==> config.mk <==
export PLATFORM = sky130hd
export DESIGN_NAME = fsc_top
export DESIGN_NICKNAME = d
export VERILOG_FILES = /design/src/pkg/fsc_pkg.sv /design/src/rtl/fsc_top.sv
export SDC_FILE = /design/constraint.sdc
export NUM_CORES = 1
export LEC_CHECK = 0
export ABC_AREA = 1
export BUFFER_PORTS_ARGS = -buffer_cell sky130_fd_sc_hd__buf_2
export CELL_PAD_IN_SITES_DETAIL_PLACEMENT = 1
export CELL_PAD_IN_SITES_GLOBAL_PLACEMENT = 1
export CORE_ASPECT_RATIO = 2
export CORE_UTILIZATION = 30
export CTS_BUF_LIST = sky130_fd_sc_hd__clkbuf_2
export DETAILED_ROUTE_END_ITERATION = 6
export MAX_ROUTING_LAYER = met4
export PLACE_DENSITY = 0.59
export SYNTH_ARGS = -nofsm -noshare
export SYNTH_HDL_FRONTEND = slang
export SYNTH_SLANG_ARGS = --single-unit
==> constraint.sdc <==
create_clock -name sys_clk_i -period 5.45 [get_ports sys_clk_i]
set_input_delay 0.2725 -clock sys_clk_i [delete_from_list [all_inputs] [get_ports sys_clk_i]]
set_output_delay 0.2725 -clock sys_clk_i [all_outputs]
set_load 0.01 [all_outputs]
==> src/pkg/fsc_pkg.sv <==
package fsc_pkg;
    // clock and timing
    localparam int unsigned CLK_HZ          = 10_000_000;
    localparam int unsigned SPINUP_MS       = 2000;
    localparam int unsigned SPINUP_CYC      = CLK_HZ / 1000 * SPINUP_MS;
    localparam int unsigned SAMPLE_FAST_MS  = 125;   // 8 updates per second
    localparam int unsigned SAMPLE_BASE_CYC = CLK_HZ / 1000 * SAMPLE_FAST_MS;
    localparam int unsigned PWM_SLOT_CYC    = 4;
    localparam logic [7:0]  PWM_SLOTS       = 8'hF0; // 240 slots
    localparam logic [7:0]  RPM_MIN_DUTY    = 8'hB4; // 180 slots, 75 percent
    localparam logic [7:0]  TACH_MAX        = 8'hFF;
    localparam logic [7:0]  DUTY_CODE_SLOTS = 8'h10; // 16 slots per speed code

    // register indexes, byte address is four times the index
    localparam logic [7:0] CFG1_IDX      = 8'h00;
    localparam logic [7:0] TACH_LIM_IDX  = 8'h10;
    localparam logic [7:0] SPEED_CFG_IDX = 8'h22;
    localparam logic [7:0] FILT_CFG_IDX  = 8'h23;
    localparam logic [7:0] STATUS_IDX    = 8'h24;
    localparam logic [7:0] DUTY_IDX      = 8'h25;

    // field positions
    localparam int unsigned CFG1_AUTO_BIT = 7;
    localparam int unsigned CFG1_RPM_BIT  = 5;
    localparam int unsigned SPEED_LSB     = 0;
    localparam int unsigned SPEED_W       = 4;

    // reset values
    localparam logic [7:0] CFG1_RST      = 8'h00;
    localparam logic [7:0] TACH_LIM_RST  = 8'hFF;
    localparam logic [7:0] SPEED_CFG_RST = 8'h00;
    localparam logic [7:0] FILT_CFG_RST  = 8'h10;

    // fan filter configuration layout
    typedef struct packed {
        logic       spin_dis;
        logic [1:0] ramp;
        logic [2:0] rate;
        logic       unused;
        logic       filt_en;
    } fsc_filt_s;

    // one-hot control modes
    typedef enum logic [2:0] {
        MODE_AUTO = 3'b001,
        MODE_DUTY = 3'b010,
        MODE_RPM  = 3'b100
    } fsc_mode_e;
endpackage : fsc_pkg

==> src/rtl/fsc_top.sv <==
// The APB slave port was chosen for this implementation.
module fsc_top #(
    parameter int unsigned SPINUP_CYC      = fsc_pkg::SPINUP_CYC,
    parameter int unsigned SAMPLE_BASE_CYC = fsc_pkg::SAMPLE_BASE_CYC,
    parameter int unsigned PWM_SLOT_CYC    = fsc_pkg::PWM_SLOT_CYC,
    parameter int unsigned ADDR_W          = 10
) (
    // clock and reset
    input  wire logic              sys_clk_i,
    input  wire logic              rst_i,
    // apb slave
    input  wire logic              psel_i,
    input  wire logic              penable_i,
    input  wire logic              pwrite_i,
    input  wire logic [ADDR_W-1:0] paddr_i,
    input  wire logic [31:0]       pwdata_i,
    output logic                   pready_o,
    output logic [31:0]            prdata_o,
    output logic                   pslverr_o,
    // temperature loop and tach measurement
    input  wire logic [7:0]        auto_duty_i,
    input  wire logic              tach_valid_i,
    input  wire logic [7:0]        tach_count_i,
    // fan side
    output logic                   pwm_o,
    output logic                   fan_fail_o
);

    // registers
    logic [7:0]         cfg1;
    logic [7:0]         tach_lim;
    logic [7:0]         speed_cfg;
    fsc_pkg::fsc_filt_s filt;
    // datapath state
    fsc_pkg::fsc_mode_e mode;
    logic [7:0]         duty;
    logic [7:0]         next_duty;
    logic [7:0]         prev_run_duty;
    logic [31:0]        smp_cnt;
    logic               smp_tick;
    logic [31:0]        spin_cnt;
    logic               spinning;
    logic               fail_q;
    logic [7:0]         slot_idx;
    logic [$clog2(PWM_SLOT_CYC+1)-1:0] slot_div;
    logic               wr_en;
    logic               rd_en;
    logic [7:0]         idx;
    logic               idx_hit;

    // mode from config1; automatic takes priority
    function automatic fsc_pkg::fsc_mode_e decode_mode(input logic [7:0] c);
        if (c[fsc_pkg::CFG1_AUTO_BIT]) begin
            return fsc_pkg::MODE_AUTO;
        end else if (c[fsc_pkg::CFG1_RPM_BIT]) begin
            return fsc_pkg::MODE_RPM;
        end
        return fsc_pkg::MODE_DUTY;
    endfunction : decode_mode

    // move cur toward tgt by step without overshoot
    function automatic logic [7:0] step_toward(input logic [7:0] cur,
                                               input logic [7:0] tgt,
                                               input logic [7:0] step);
        logic [8:0] up;
        up = {1'b0, cur} + {1'b0, step};
        if (tgt > cur) begin
            return (up > {1'b0, tgt}) ? tgt : up[7:0];
        end else if (tgt < cur) begin
            return (cur - tgt < step) ? tgt : cur - step;
        end
        return cur;
    endfunction : step_toward

    // clamp to a full period so duty never exceeds 100 percent
    function automatic logic [7:0] clamp_slots(input logic [7:0] v);
        return (v > fsc_pkg::PWM_SLOTS) ? fsc_pkg::PWM_SLOTS : v;
    endfunction : clamp_slots

    // speed code to slots; code 15 gives exactly a full period
    function automatic logic [7:0] code_to_slots(input logic [7:0] code);
        logic [11:0] prod;
        prod = 12'(code[fsc_pkg::SPEED_LSB +: fsc_pkg::SPEED_W]) * 12'(fsc_pkg::DUTY_CODE_SLOTS);
        return (prod > 12'(fsc_pkg::PWM_SLOTS)) ? fsc_pkg::PWM_SLOTS : prod[7:0];
    endfunction : code_to_slots

    // apb decode; one wait state so read data comes from a flop
    assign idx     = paddr_i[ADDR_W-1:2];
    assign idx_hit = (idx == fsc_pkg::CFG1_IDX) || (idx == fsc_pkg::TACH_LIM_IDX)
                  || (idx == fsc_pkg::SPEED_CFG_IDX) || (idx == fsc_pkg::FILT_CFG_IDX)
                  || (idx == fsc_pkg::STATUS_IDX) || (idx == fsc_pkg::DUTY_IDX);
    assign wr_en   = psel_i && penable_i && pready_o && pwrite_i && idx_hit;
    assign rd_en   = psel_i && penable_i && !pready_o && !pwrite_i;

    // bus handshake and read data
    always_ff @(posedge sys_clk_i or posedge rst_i) begin
        if (rst_i) begin
            pready_o  <= 1'b0;
            prdata_o  <= 32'h0000_0000;
            pslverr_o <= 1'b0;
        end else begin
            pready_o  <= psel_i && penable_i && !pready_o;
            pslverr_o <= psel_i && penable_i && !pready_o && !idx_hit;
            if (rd_en) begin
                case (idx)
                    fsc_pkg::CFG1_IDX:      prdata_o <= {24'h00_0000, cfg1};
                    fsc_pkg::TACH_LIM_IDX:  prdata_o <= {24'h00_0000, tach_lim};
                    fsc_pkg::SPEED_CFG_IDX: prdata_o <= {24'h00_0000, speed_cfg};
                    fsc_pkg::FILT_CFG_IDX:  prdata_o <= {24'h00_0000, filt};
                    fsc_pkg::STATUS_IDX:    prdata_o <= {29'h0000_0000, spinning,
                                                         mode == fsc_pkg::MODE_RPM,
                                                         fail_q};
                    fsc_pkg::DUTY_IDX:      prdata_o <= {24'h00_0000, duty};
                    default:                prdata_o <= 32'h0000_0000;
                endcase
            end else if (!(psel_i && penable_i)) begin
                prdata_o <= 32'h0000_0000;
            end
        end
    end

    // software registers
    always_ff @(posedge sys_clk_i or posedge rst_i) begin
        if (rst_i) begin
            cfg1      <= fsc_pkg::CFG1_RST;
            tach_lim  <= fsc_pkg::TACH_LIM_RST;
            speed_cfg <= fsc_pkg::SPEED_CFG_RST;
            filt      <= fsc_pkg::FILT_CFG_RST;
        end else if (wr_en) begin
            case (idx)
                fsc_pkg::CFG1_IDX:      cfg1 <= pwdata_i[7:0];
                fsc_pkg::TACH_LIM_IDX:  tach_lim <= pwdata_i[7:0];
                fsc_pkg::SPEED_CFG_IDX: speed_cfg <= pwdata_i[7:0];
                fsc_pkg::FILT_CFG_IDX: begin
                    filt         <= fsc_pkg::fsc_filt_s'(pwdata_i[7:0]);
                    filt.unused  <= 1'b0;
                end
                default: ;
            endcase
        end
    end

    always_ff @(posedge sys_clk_i or posedge rst_i) begin
        if (rst_i) begin
            mode <= fsc_pkg::MODE_DUTY;
        end else begin
            mode <= decode_mode(cfg1);
        end
    end

    // sample tick; period 16 s at code 0 halving per code
    always_ff @(posedge sys_clk_i or posedge rst_i) begin
        if (rst_i) begin
            smp_cnt  <= 32'h0000_0000;
            smp_tick <= 1'b0;
        end else if (smp_cnt >= (32'(SAMPLE_BASE_CYC) << (3'h7 - filt.rate)) - 32'h1) begin
            smp_cnt  <= 32'h0000_0000;
            smp_tick <= 1'b1;
        end else begin
            smp_cnt  <= smp_cnt + 32'h1;
            smp_tick <= 1'b0;
        end
    end

    // duty target per mode
    always_comb begin
        next_duty = duty;
        case (mode)
            fsc_pkg::MODE_AUTO: begin
                if (smp_tick) begin
                    if (filt.filt_en) begin
                        // step of 1 shl ramp slots
                        next_duty = step_toward(duty, clamp_slots(auto_duty_i),
                                                8'h01 << filt.ramp);
                    end else begin
                        next_duty = clamp_slots(auto_duty_i);
                    end
                end
            end
            fsc_pkg::MODE_DUTY: begin
                // sixteen slots per code; 0x08 is 128/240
                next_duty = clamp_slots(code_to_slots(speed_cfg));
            end
            fsc_pkg::MODE_RPM: begin
                // larger count means slower fan, raise duty
                if (tach_valid_i) begin
                    if (tach_count_i > tach_lim) begin
                        next_duty = step_toward(duty, fsc_pkg::PWM_SLOTS, 8'h01);
                    end else if (tach_count_i < tach_lim) begin
                        next_duty = step_toward(duty, fsc_pkg::RPM_MIN_DUTY, 8'h01);
                    end
                end
                if (next_duty < fsc_pkg::RPM_MIN_DUTY) begin
                    next_duty = fsc_pkg::RPM_MIN_DUTY;
                end
            end
            default: next_duty = duty;
        endcase
    end

    always_ff @(posedge sys_clk_i or posedge rst_i) begin
        if (rst_i) begin
            duty          <= 8'h00;
            prev_run_duty <= 8'h00;
        end else begin
            duty          <= next_duty;
            prev_run_duty <= duty;
        end
    end

    // fail only at full-scale count, level until a good reading
    always_ff @(posedge sys_clk_i or posedge rst_i) begin
        if (rst_i) begin
            fail_q     <= 1'b0;
            fan_fail_o <= 1'b0;
        end else if (tach_valid_i) begin
            fail_q     <= (tach_count_i == fsc_pkg::TACH_MAX);
            fan_fail_o <= (tach_count_i == fsc_pkg::TACH_MAX);
        end
    end

    // spin-up on start from zero or on a new failure
    always_ff @(posedge sys_clk_i or posedge rst_i) begin
        if (rst_i) begin
            spin_cnt <= 32'h0000_0000;
            spinning <= 1'b0;
        end else if (!filt.spin_dis && duty != 8'h00
                     && (prev_run_duty == 8'h00
                         || (tach_valid_i && tach_count_i == fsc_pkg::TACH_MAX && !fail_q))) begin
            spin_cnt <= 32'(SPINUP_CYC) - 32'h1;
            spinning <= 1'b1;
        end else if (spin_cnt != 32'h0000_0000) begin
            spin_cnt <= spin_cnt - 32'h1;
        end else begin
            spinning <= 1'b0;
        end
    end

    // slot counter, 240 slots per period
    always_ff @(posedge sys_clk_i or posedge rst_i) begin
        if (rst_i) begin
            slot_div <= '0;
            slot_idx <= 8'h00;
        end else if (slot_div == ($bits(slot_div))'(PWM_SLOT_CYC - 1)) begin
            slot_div <= '0;
            slot_idx <= (slot_idx == fsc_pkg::PWM_SLOTS - 8'h01) ? 8'h00 : slot_idx + 8'h01;
        end else begin
            slot_div <= slot_div + ($bits(slot_div))'(1);
        end
    end

    // pwm output; spin-up forces full drive
    always_ff @(posedge sys_clk_i or posedge rst_i) begin
        if (rst_i) begin
            pwm_o <= 1'b0;
        end else begin
            pwm_o <= spinning || (slot_idx < duty);
        end
    end

endmodule : fsc_top

==> results.md <==
- Ys Warns: 0
- Total GRT Usage: 0.217
- Post-route ant nets: 0
- Max Cap Viol: 0
- Area leader, netlist: dfrtp_1
- Mapped Cells: 1,409
- Clock tree buffer depth: 2
- Synth top cells by count: 270 x nand2_1, 171 x inv_1, 145 x nor2_1
- Clock Skews: 0.0280 ns
- FMAX: 240 MHz
- DR pass1 iterations: 4
- I/O pins: 100
- Clock root buffer: clkbuf_2
- Top cell type's share of synthesized area: 0.310
- Post-synthesis xor/xnor area fraction: 0.0337
- Ys async rst share: 1.00
- Post-synth EDFFs: 0
- Drt total wl: 36.0 mm
- Seq cells post-synth: 139
- Most common cell in the netlist: nand2_1
- DR vias: 9,824
- Clock sink count: 139
- Clk slew on worst S/H paths: 0.23 ns
- Via/cell ratio: 5.05
- Adder-cell share of the synthesized area: 0.102
- Post-route clock period utilization: 0.765
- Outcome: finished, final reports clean
- Setup tns final: 0 ns
- RSZ-0062 raised after global routing: no
- Area Growth Syn to Fin: 12.1%
- Critical Path RT: 6.15 ns
- First DRT Iteration DRCs: 275
- CP startpoint kind: flop
- Max-slew violation count: 0
- Main combinational cell family by area after synthesis: simple AND/OR/NAND/NOR gates
- Layout Cells excl Fill: 1,944
- Hold violation count in the final report: 0
- Worst-path maximum fanout: 16
- Post-route DRC: 0
- Die Span Y: 265 um
- Placed wire-length estimate: 29.0 mm
- Mapped Area: 0.0104 mm^2
- Largest net degree at the start of global routing: 104
- CP endpoint kind: flop
- Clock Latency Late Sink: 0.80 ns
- First-pass GRT wire length: 56.9 mm
- Hold/Removal Path Class: primary input to flop
- WL per Instance: 18.5 um
- Top_reg_cell synth: dfrtp_1
- Initial Util: 0.304
- Worst VDD drop: 0.171 mV
- Part of the Yosys area used for sequential elements: 0.335
- Worst setup path start: filt[6]
- CP arrival: 4.87 ns
- CTS tree: yes
- LEAKAGE: 5.52 nW
- Dpl cells: 1,882
- Initial antenna violation count: 1
- DIE AREA: 0.0355 mm^2
- RR Startpoint: filt[6]
- Vias in the first global route: 10,700
- Count of input and output buffers: 49
- Core region area: 0.0342 mm^2
- Synth area leaders: dfrtp_1 31%, nand2_1 9.7%, ha_1 9.6%, inv_1 6.2%, nor2_1 5.2%
- GP Congestion: 0.928
- H-tree depth: 4
- Total grt overflow: 0
- Final Critical Period: 4.17 ns
- Max-slew headroom: 0.335
- Setup violations, final: 0
- Worst r2r path cells: 20
- R2R Setup Slk: 1.28 ns
- Compound-gate portion of the synthesized area: 0.139
- Layout cells sized above 1: 0.121
- Mux cell area share after synthesis: 0.00108
- Power per Cell Area: 367 mW/mm^2
- Simple-gate share of the synthesized area: 0.288
- Setup Crit Path Kind: flop to flop
- Die width: 134 um
- Slew @ Worst Pin: 0.998 ns
- # rows: 96
- RR Endpoint: duty[3]
- CP endpoint: duty[3]
- Post-CTS Setup Bufs: 0
- Syn avg cell area: 7.39 um^2
- Unique masters post-synth: 62
- Total Nets Final: 1,636
- TritonCTS buffer count: 17
-- cells in the final DEF, fill, tap and decap left out, drive strengths merged, types with 7 or more instances in the layout --
cell	instances
nor4	18
o21ai	98
nand4	27
nor3	44
a211oi	8
clkbuf	17
ha	80
a21oi	94
nor3b	7
o211ai	14
a31oi	7
o22ai	17
dfrtp	129
inv	189
dlygate4sd3	29
buf	56
xnor2	13
clkinv	11
nand3	90
nor2	159
conb	26
dfstp	10
nand2	293
xor2	27
-- through the flow --
stage                     instance area [um^2]  hold WS (ns)  setup slack [ns]  power, W   util
after floorplan                          10500         0.369              1.47   0.00281      -
after global placement                   11000         0.395              1.30   0.00342  0.323
after detailed placement                 11000         0.388              1.20   0.00347  0.323
after CTS                                11700       0.00465              1.23   0.00434  0.341
after global routing                     11700        0.0719             0.980   0.00459  0.341
final                                    11700         0.108              1.28   0.00428  0.341
-- how the worst min path moves through the flow --
stage                     startpoint         to  slack (ns)  depth (start not counted)
after global placement       cfg1[5]    mode[1]        0.39                          1
after global routing      paddr_i[5]  pslverr_o        0.07                          5
after floorplan              cfg1[5]    mode[1]        0.37                          1
after CTS                 paddr_i[5]  pslverr_o       0.005                          5
after detailed placement     cfg1[5]    mode[1]        0.39                          1
final                     paddr_i[5]  pslverr_o        0.11                          5
-- cells by family (layout without fill, tap and decap cells) --
logic type                 Yosys count  after routing
AOI/OAI and AO/OA                  255            255
xor gates and xnor gates            40             40
adders and majority gates           83             83
buffers and inverters              241            310
DFF                                139            139
muxes                                1              1
other                                2             27
and+or+nand+nor                    648            648
-- flip-flops by register name (all words and copies together), names as in the netlist, 3 cells and up --
register and cells:
smp_cnt 32, filt 7, cfg1 8, prdata_o 8, prev_run_duty 8, slot_idx 8
spin_cnt 32, slot_div 3, mode 3, tach_lim 8, speed_cfg 8, duty 8
-- area by class of cell --
type	count	area (um^2)
inverter	193	741
timing repair buffer	85	588
multi-input combinational	1053	5970
sequential	139	3490
clock inverter	15	245
tap	441	552
fill	4328	22600
antenna	1	2.50
clock buffer	17	85.1
-- routing by layer --
layer	vias up	GRT usage	wire length (um)
li1	4797	-	-
met1	4767	0.195	12400
met2	173	0.424	20800
met3	87	0.0265	778
met4	0	0.128	2020
met5	-	-	0
-- report_power, final --
part	internal (W)	switching (W)
clock	0.000394	0.000432
combinational	0.000690	0.00147
sequential	0.00114	0.000162
-- worst max-delay path: stages, from the launching register on --
cell and delay (ns):
dfrtp_1 0.49, inv_1 0.09, nor2_1 0.23, inv_1 0.12, ha_1 0.36, inv_1 0.15, nand3_1 0.08, and2_1 0.19
xor2_1 0.47, ha_1 0.25, nand2_1 0.09, nor3_1 0.17, o21ai_0 0.11, nand2_1 0.06, a21oi_1 0.07, o21ai_2 0.51
nand2_1 0.10, o211ai_1 0.16, nand3_1 0.12, a21oi_1 0.15, a22oi_1 0.08
-- repair_timing --
item                      4_1_cts  5_1_grt
hold endpoints to repair      139        0
resized for setup               0        0
hold buffers                   29        0
No activity file was read; power rests on OpenSTA's default activity.
